**config.mk**
```make
export PLATFORM = sky130hd
export DESIGN_NAME = eid_top
export DESIGN_NICKNAME = d
export VERILOG_FILES = /design/src/rtl/eid_pkg.sv /design/src/rtl/eid_det_if.sv /design/src/rtl/eid_pin_detect.sv /design/src/rtl/eid_top.sv
export SDC_FILE = /design/constraint.sdc
export NUM_CORES = 1
export LEC_CHECK = 0
export ABC_AREA = 1
export BUFFER_PORTS_ARGS = -buffer_cell sky130_fd_sc_hd__buf_2
export CELL_PAD_IN_SITES_DETAIL_PLACEMENT = 1
export CELL_PAD_IN_SITES_GLOBAL_PLACEMENT = 1
export CORE_MARGIN = 5
export CORE_UTILIZATION = 40
export CTS_BUF_LIST = sky130_fd_sc_hd__clkbuf_16
export DETAILED_ROUTE_END_ITERATION = 10
export PLACE_DENSITY_LB_ADDON = 0.1
export SYNTH_ARGS = -nofsm -noshare
export SYNTH_HDL_FRONTEND = slang
export SYNTH_HIERARCHICAL = 1
export SYNTH_SLANG_ARGS = --single-unit
```
**constraint.sdc**
```tcl
create_clock -name clk_sys_i -period 1.85 [get_ports clk_sys_i]
set_input_delay 0 -clock clk_sys_i [delete_from_list [all_inputs] [get_ports clk_sys_i]]
set_output_delay 0 -clock clk_sys_i [all_outputs]
set_load 0.02 [all_outputs]
```
**src/rtl/eid_pkg.sv**
```systemverilog
// Purpose: shared constants of the interrupt detect and acknowledge front end
// Assumes: one system clock, synchronous active-high reset
// Notes:   source indices fix the layout of every flag vector
`default_nettype none
package eid_pkg;
    localparam int unsigned N_EXT      = 4;
    localparam int unsigned N_SRC      = 9;
    localparam int unsigned SRC_W      = 4;
    localparam int unsigned HIST_W     = 4;
    // source positions in the flag vectors
    localparam int unsigned SRC_NMI    = 0;
    localparam int unsigned SRC_EXT0   = 1;
    localparam int unsigned SRC_TIMER0 = 5;
    localparam int unsigned SRC_TIMER1 = 6;
    localparam int unsigned SRC_WDOG   = 7;
    localparam int unsigned SRC_HOST   = 8;
    // pin-as-interrupt configuration bits
    localparam int unsigned CFG_TIMER0 = 0;
    localparam int unsigned CFG_TIMER1 = 1;
    localparam int unsigned CFG_WDOG   = 2;
    localparam int unsigned CFG_HOST   = 3;
    localparam int unsigned N_CFG      = 4;
    // sample patterns, oldest sample in the top bit
    localparam logic [HIST_W-1:0] PAT_LOW_PULSE = 4'h8;  // 1-0-0-0
    localparam logic [HIST_W-1:0] PAT_SPACED    = 4'hE;  // 1-1-1-0 after a low
    localparam logic [HIST_W-1:0] HIST_RST      = 4'h0;
    localparam logic [N_SRC-1:0]  FLAGS_RST     = 9'h000;
    localparam logic              ACK_IDLE      = 1'b1;
endpackage : eid_pkg
`default_nettype wire

```
**src/rtl/eid_det_if.sv**
```systemverilog
// Purpose: carries one pin and its detect strobe between top and detector
// Assumes: pin is asynchronous to clk_sys_i
// Notes:   hit is high for one full clock period per detection
`default_nettype none
interface eid_det_if;
    logic pin;
    logic hit;
    modport det (input pin, output hit);
    modport ctl (output pin, input hit);
endinterface : eid_det_if
`default_nettype wire

```
**src/rtl/eid_pin_detect.sv**
```systemverilog
// Purpose: synchronise one interrupt pin and match a sample pattern
// Assumes: PATTERN lists consecutive samples, oldest first
// Notes:   history is sampled on the falling clock edge
`default_nettype none
module eid_pin_detect
    import eid_pkg::*;
#(
    parameter logic [HIST_W-1:0] PATTERN = PAT_LOW_PULSE
) (
    input  wire logic clk_sys_i,  // system clock
    input  wire logic rst_i,      // sync reset, high
    eid_det_if.det    port        // pin in, hit out
);
    logic              sync1;
    logic              sync2;
    logic [HIST_W-1:0] hist;
    logic [HIST_W-1:0] next_hist;
    logic              hit;

    always_ff @(posedge clk_sys_i) begin
        if (rst_i) begin
            sync1 <= 1'b1;
            sync2 <= 1'b1;
        end else begin
            sync1 <= port.pin;
            sync2 <= sync1;
        end
    end

    assign next_hist = {hist[HIST_W-2:0], sync2};

    always_ff @(negedge clk_sys_i) begin
        if (rst_i) begin
            hist <= HIST_RST;
            hit  <= 1'b0;
        end else begin
            hist <= next_hist;
            hit  <= (next_hist == PATTERN);
        end
    end

    assign port.hit = hit;
endmodule : eid_pin_detect
`default_nettype wire

```
**src/rtl/eid_top.sv**
```systemverilog
// Purpose: interrupt pin detection, pending flags and acknowledge strobe
// Assumes: cpu side signals are synchronous to clk_sys_i
// Notes:   source 0 is nonmaskable; others need their enable bit
//
// Notes on behaviour
// - two flip-flop synchroniser on every interrupt pin
// - sample synchronised pins on falling clock edge
// - detect on 1-0-0-0; source holds three lows
// - configured timer/watchdog/host pins raise own interrupt
// - consecutive strobe interrupts need 0-1-1-1-0
// - vector fetch asserts acknowledge, clears pending flag
// - acknowledge low exactly one clock, then high
// - masked interrupt: no acknowledge, no branch
// - hard reset clears all; soft clears flags
`default_nettype none
module eid_top
    import eid_pkg::*;
(
    input  wire logic             clk_sys_i,            // 200 MHz system clock
    input  wire logic             rst_i,                // hardware reset, sync, high
    input  wire logic             nmi_n_i,              // nonmaskable interrupt pin
    input  wire logic [N_EXT-1:0] ext_int_n_i,          // external interrupt pins
    input  wire logic             timer0_pin_i,         // timer 0 pin
    input  wire logic             timer1_pin_i,         // timer 1 pin
    input  wire logic             watchdog_out_pin_i,   // watchdog output pin
    input  wire logic             host_address_strobe_i,// host address strobe pin
    input  wire logic [N_CFG-1:0] pin_as_irq_i,         // pin used as interrupt
    input  wire logic             soft_reset_i,         // software reset pulse
    input  wire logic             enable_wr_i,          // write enable bits
    input  wire logic [N_SRC-1:0] enable_wdata_i,       // enable write data
    input  wire logic             dbg_enable_wr_i,      // write debug enable bits
    input  wire logic [N_SRC-1:0] dbg_enable_wdata_i,   // debug enable write data
    input  wire logic             cpu_halted_i,         // cpu halted in debug
    input  wire logic             vector_fetch_i,       // first vector word fetch
    input  wire logic [SRC_W-1:0] vector_src_i,         // source being fetched
    output logic [N_SRC-1:0]      pending_flag_regs_o,  // pending flags
    output logic [N_SRC-1:0]      irq_enable_regs_o,    // enable bits
    output logic [N_SRC-1:0]      debug_irq_enable_regs_o, // debug enable bits
    output logic [N_SRC-1:0]      irq_request_o,        // serviceable requests
    output logic                  interrupt_acknowledge_n_o // acknowledge, low
);
    logic [N_SRC-1:0] raw_pin;
    logic [N_SRC-1:0] hit;
    logic [N_SRC-1:0] gate;
    logic [N_SRC-1:0] set_vec;
    logic [N_SRC-1:0] clr_vec;
    logic [N_SRC-1:0] pending;
    logic [N_SRC-1:0] enable;
    logic [N_SRC-1:0] dbg_enable;
    logic [N_SRC-1:0] serviceable;
    logic [N_SRC-1:0] next_pending;
    logic             src_valid;
    logic             fetch_ok;
    logic             ack_n;

    assign raw_pin[SRC_NMI]                  = nmi_n_i;
    assign raw_pin[SRC_EXT0 +: N_EXT]        = ext_int_n_i;
    assign raw_pin[SRC_TIMER0]               = timer0_pin_i;
    assign raw_pin[SRC_TIMER1]               = timer1_pin_i;
    assign raw_pin[SRC_WDOG]                 = watchdog_out_pin_i;
    assign raw_pin[SRC_HOST]                 = host_address_strobe_i;

    // one detector per source; the host strobe needs its spacing pattern
    genvar g;
    generate
        for (g = 0; g < N_SRC; g++) begin : g_det
            eid_det_if det_if ();
            assign det_if.pin = raw_pin[g];
            assign hit[g]     = det_if.hit;
            eid_pin_detect #(
                .PATTERN ((g == SRC_HOST) ? PAT_SPACED : PAT_LOW_PULSE)
            ) u_det (
                .clk_sys_i (clk_sys_i),
                .rst_i     (rst_i),
                .port      (det_if.det)
            );
        end
    endgenerate

    // module pins only count while configured as interrupt inputs
    always_comb begin
        gate             = '1;
        gate[SRC_TIMER0] = pin_as_irq_i[CFG_TIMER0];
        gate[SRC_TIMER1] = pin_as_irq_i[CFG_TIMER1];
        gate[SRC_WDOG]   = pin_as_irq_i[CFG_WDOG];
        gate[SRC_HOST]   = pin_as_irq_i[CFG_HOST];
    end

    assign set_vec = hit & gate;

    // nmi is always serviceable; halted cpu also needs the debug enable
    always_comb begin
        serviceable          = enable & (cpu_halted_i ? dbg_enable : '1);
        serviceable[SRC_NMI] = 1'b1;
    end

    assign irq_request_o = pending & serviceable;
    assign src_valid     = vector_src_i < SRC_W'(N_SRC);

    // ack stays one clock: a fetch during a low acknowledge is ignored
    assign fetch_ok = vector_fetch_i && ack_n && src_valid
                      && irq_request_o[vector_src_i[SRC_W-1:0]];

    always_comb begin
        clr_vec = '0;
        if (soft_reset_i) begin
            clr_vec = '1;
        end else if (fetch_ok) begin
            clr_vec[vector_src_i] = 1'b1;
        end
    end

    // a detection in the clearing cycle survives
    assign next_pending = (pending & ~clr_vec) | set_vec;

    always_ff @(posedge clk_sys_i) begin
        if (rst_i) begin
            pending <= FLAGS_RST;
        end else begin
            pending <= next_pending;
        end
    end

    always_ff @(posedge clk_sys_i) begin
        if (rst_i) begin
            enable <= FLAGS_RST;
        end else if (enable_wr_i) begin
            enable <= enable_wdata_i;
        end
    end

    always_ff @(posedge clk_sys_i) begin
        if (rst_i) begin
            dbg_enable <= FLAGS_RST;
        end else if (dbg_enable_wr_i) begin
            dbg_enable <= dbg_enable_wdata_i;
        end
    end

    always_ff @(posedge clk_sys_i) begin
        if (rst_i) begin
            ack_n <= ACK_IDLE;
        end else begin
            ack_n <= !fetch_ok;
        end
    end

    assign pending_flag_regs_o       = pending;
    assign irq_enable_regs_o         = enable;
    assign debug_irq_enable_regs_o   = dbg_enable;
    assign interrupt_acknowledge_n_o = ack_n;
endmodule : eid_top
`default_nettype wire

```
==> flow_summary_export.csv <==
group,metric,value,unit
timing,hold_viol,0,
final_layout,syn2layout_area_growth,41.0,%
timing,worst_pin_slew,0.520,ns
setup_path,path_cells,"nand2_1 > a21oi_1",
synth,synth_top_area_share,54.2,%
route,vias,2882,
timing,worst_slack,0.269,ns
power,power,0.00444,W
setup_path,worst_path_largest_cell_delay,0.30,ns
synth,synth_compound_area_share,7.94,%
timing,hold_ws,0.0466,ns
die,die_h,97.0,um
synth,yosysSeqAreaShare,54.2,%
synth,synth_top_area_cell,"dfxtp_1",
setup_path,cp_max_fo,1,
synth,synth_top_family_by_area,"simple AND/OR/NAND/NOR gates",
global_routing,antenna_found_initial,0,
placement,dpl.hpwl,5620,um
cts,ctsHtreeMaxLevel,3,
power,p_seq_share,42.6,%
synth,synth_edf_count,0,
power,peakVddDrop,0.600,mV
timing,finalClockSkew,0.0808,ns
placement,dp_slack,0.291,ns
final_layout,n_antenna_cell,0,
die,num_io_pins,79,
synth,ys_types,20,
cts,clock_latency,0.41,ns
placement,gp_congestion,0.742,
timing,rsz0062_at_grt,"false",
route,ant_nets,0,
synth,yosys_warnings,6,
timing,fin_setup_tns,0,ns
global_routing,grt_max_degree,54,
synth,async_reset_ff_share,0,%
synth,synthSimpleGateAreaFrac,25.3,%
synth,ys_top_cells_by_count,"89 x inv_1, 85 x nor2_1, 82 x dfxtp_1",
die,chipWidth,97.0,um
cts,cts_buffers,9,
final_layout,drive_gt1_share,19.1,%
setup_path,cp_top_family,"flip-flops",
synth,netlist_area,3030,sq um
power,p_leak,2.28,nW
placement,dpl-instance-area,3540,sq um
route,wl,8640,um
cts,cts_tree,"built",
synth,avgSynthCellArea,7.55,sq um
synth,yosys_register_bits,82,
setup_path,cp-end-kind,"register",
cts,clk_pin_slew_worst_paths,0.07,ns
synth,synth.net_count,443,
route,wl_per_cell,13.3,um
setup_path,arrival,1.84,ns
setup_path,worstSetupPathType,"register to register",
route,dr.pass1.iters,4,
timing,setup_viol,0,
global_routing,grt_pass1_wl,14500,um
power,combPwrFrac,8.3,%
route,drt_iter0_drc,80,
power,swShare,28.2,%
status,status,"completed",
route,drc,0,
cts,clock-root-buffer,"clkbuf_16",
power,clockPowerShare,49.2,%
setup_path,critPathLaunchType,"register",
setup_path,critPathBufInv,0,
flow_run,drv_cap,0,
cts,clock-sinks,82,
global_routing,grt_pass1_vias,3080,
setup_path,critPathSlowestCell,"dfxtp_1",
synth,yosys-mux-area-fraction,0,%
power,power_density,1040,nW/um^2
power,internal_power,0.00319,W
synth,synthCells,401,
hold_path,hold_class,"input port to register",
die,rows,31,
final_layout,final_area,4270,sq um
placement,port_buffers,78,
global_routing,grt_use_total,19.0,%
synth,synth.area.top_cells,"dfxtp_1 54%, inv_1 11%, nor2_1 11%",
timing,slew_headroom,65.3,%
synth,synth_fa_ha_area_share,0,%
setup_path,worstPathRequired,2.11,ns
synth,synthFlopType,"dfxtp_1",
die,core-area,7290,sq um
timing,final-max-slew-violation-count,0,
setup_path,r2r_setup_slack,0.27,ns
final_layout,nets,587,
route,avgViaCountPerCell,4.44,
cts,clockBufferDepth,2,
die,start_util,41.5,%
power,netSwitchingPower,0.00125,W
global_routing,grt_overflow,0,
synth,synthMostInstantiatedCell,"inv_1",
die,floorplan.die_area,9410,sq um
synth,synth_xor_area_share,0,%
cts,cts_resized,0,
==> worst reg2reg max path: stages, from the launching register on <==
cell and delay (ns):
dfxtp_1 0.30, nand2_1 0.06, a21oi_1 0.17
==> metal layers <==
layer / track usage (%) / wire [um]
met5: 0 / 0
met4: 5.83 / 114
met3: 4.82 / 395
met2: 35.0 / 4600
met1: 21.4 / 3530
==> flip-flops by register name, summed over array words and instances, names as in the netlist <==
signal	cells
g_det.u_det/hist	27
debug_irq_enable_regs_o	9
g_det.u_det/port.hit	9
g_det.u_det/sync1	9
g_det.u_det/sync2	9
irq_enable_regs_o	9
pending_flag_regs_o	9
interrupt_acknowledge_n_o	1
==> cell families after synthesis <==
group	count (synthesis)
and+or+nand+nor	182
DFF	82
AOI/OAI and AO/OA	39
buffers and inverters	98
==> stage by stage <==
stage	std cells	utilization [%]
final	649	58.5
after CTS	649	58.5
after global placement	574	48.5
after global routing	649	58.5
after floorplan	401	-
after detailed placement	574	48.5
==> cell type report <==
cell class / instances / area [sq um]
clock buffer: 9 / 225
clock inverter: 43 / 219
fill: 956 / 3020
inverter: 82 / 308
multi-input combinational: 221 / 1000
sequential: 82 / 1640
tap: 99 / 124
timing repair buffer: 113 / 746
==> power by group through the flow <==
stage	combinational [W]	sequential [W]	clock, W
5_1_grt	0.000410	0.00189	0.00239
6_report	0.000368	0.00189	0.00218
3_3_place_gp	0.000298	0.00192	0.000151
3_5_place_dp	0.000309	0.00192	0.000151
4_1_cts	0.000368	0.00189	0.00224
2_1_floorplan	0.000144	0.00195	0.000151
==> timing repair <==
| action | CTS | global route |
|---|---|---|
| endpoints found under the setup margin | 0 | 0 |
| hold endpoints to repair | 31 | 0 |
| buffers inserted | 0 | 0 |
| hold buffers | 32 | 0 |
==> final timing paths <==
path                                                         start  cells after the start                                    to
worst min-delay path                               vector_src_i[3]                      3  interrupt_acknowledge_n_o$_SDFF_PP1_
worst max register to register  g_det[7].u_det/port.hit$_SDFF_NP0_                      2     pending_flag_regs_o[7]$_SDFF_PP0_
worst min register to register     g_det[0].u_det/sync1$_SDFF_PP1_                      1       g_det[0].u_det/sync2$_SDFF_PP1_
worst max-delay path            g_det[7].u_det/port.hit$_SDFF_NP0_                      2     pending_flag_regs_o[7]$_SDFF_PP0_
==> placed cells by master, fill, tap and decap left out, drive strengths merged <==
master	instances
a21oi	19
buf	81
bufinv	1
clkbuf	9
clkinv	2
clkinvlp	1
dfxtp	82
dlygate4sd3	32
inv	121
nand2	64
nand3	3
nand4	10
nor2	87
o21ai	20
or2	18
Note: power is estimated with default switching activity, not from simulation.
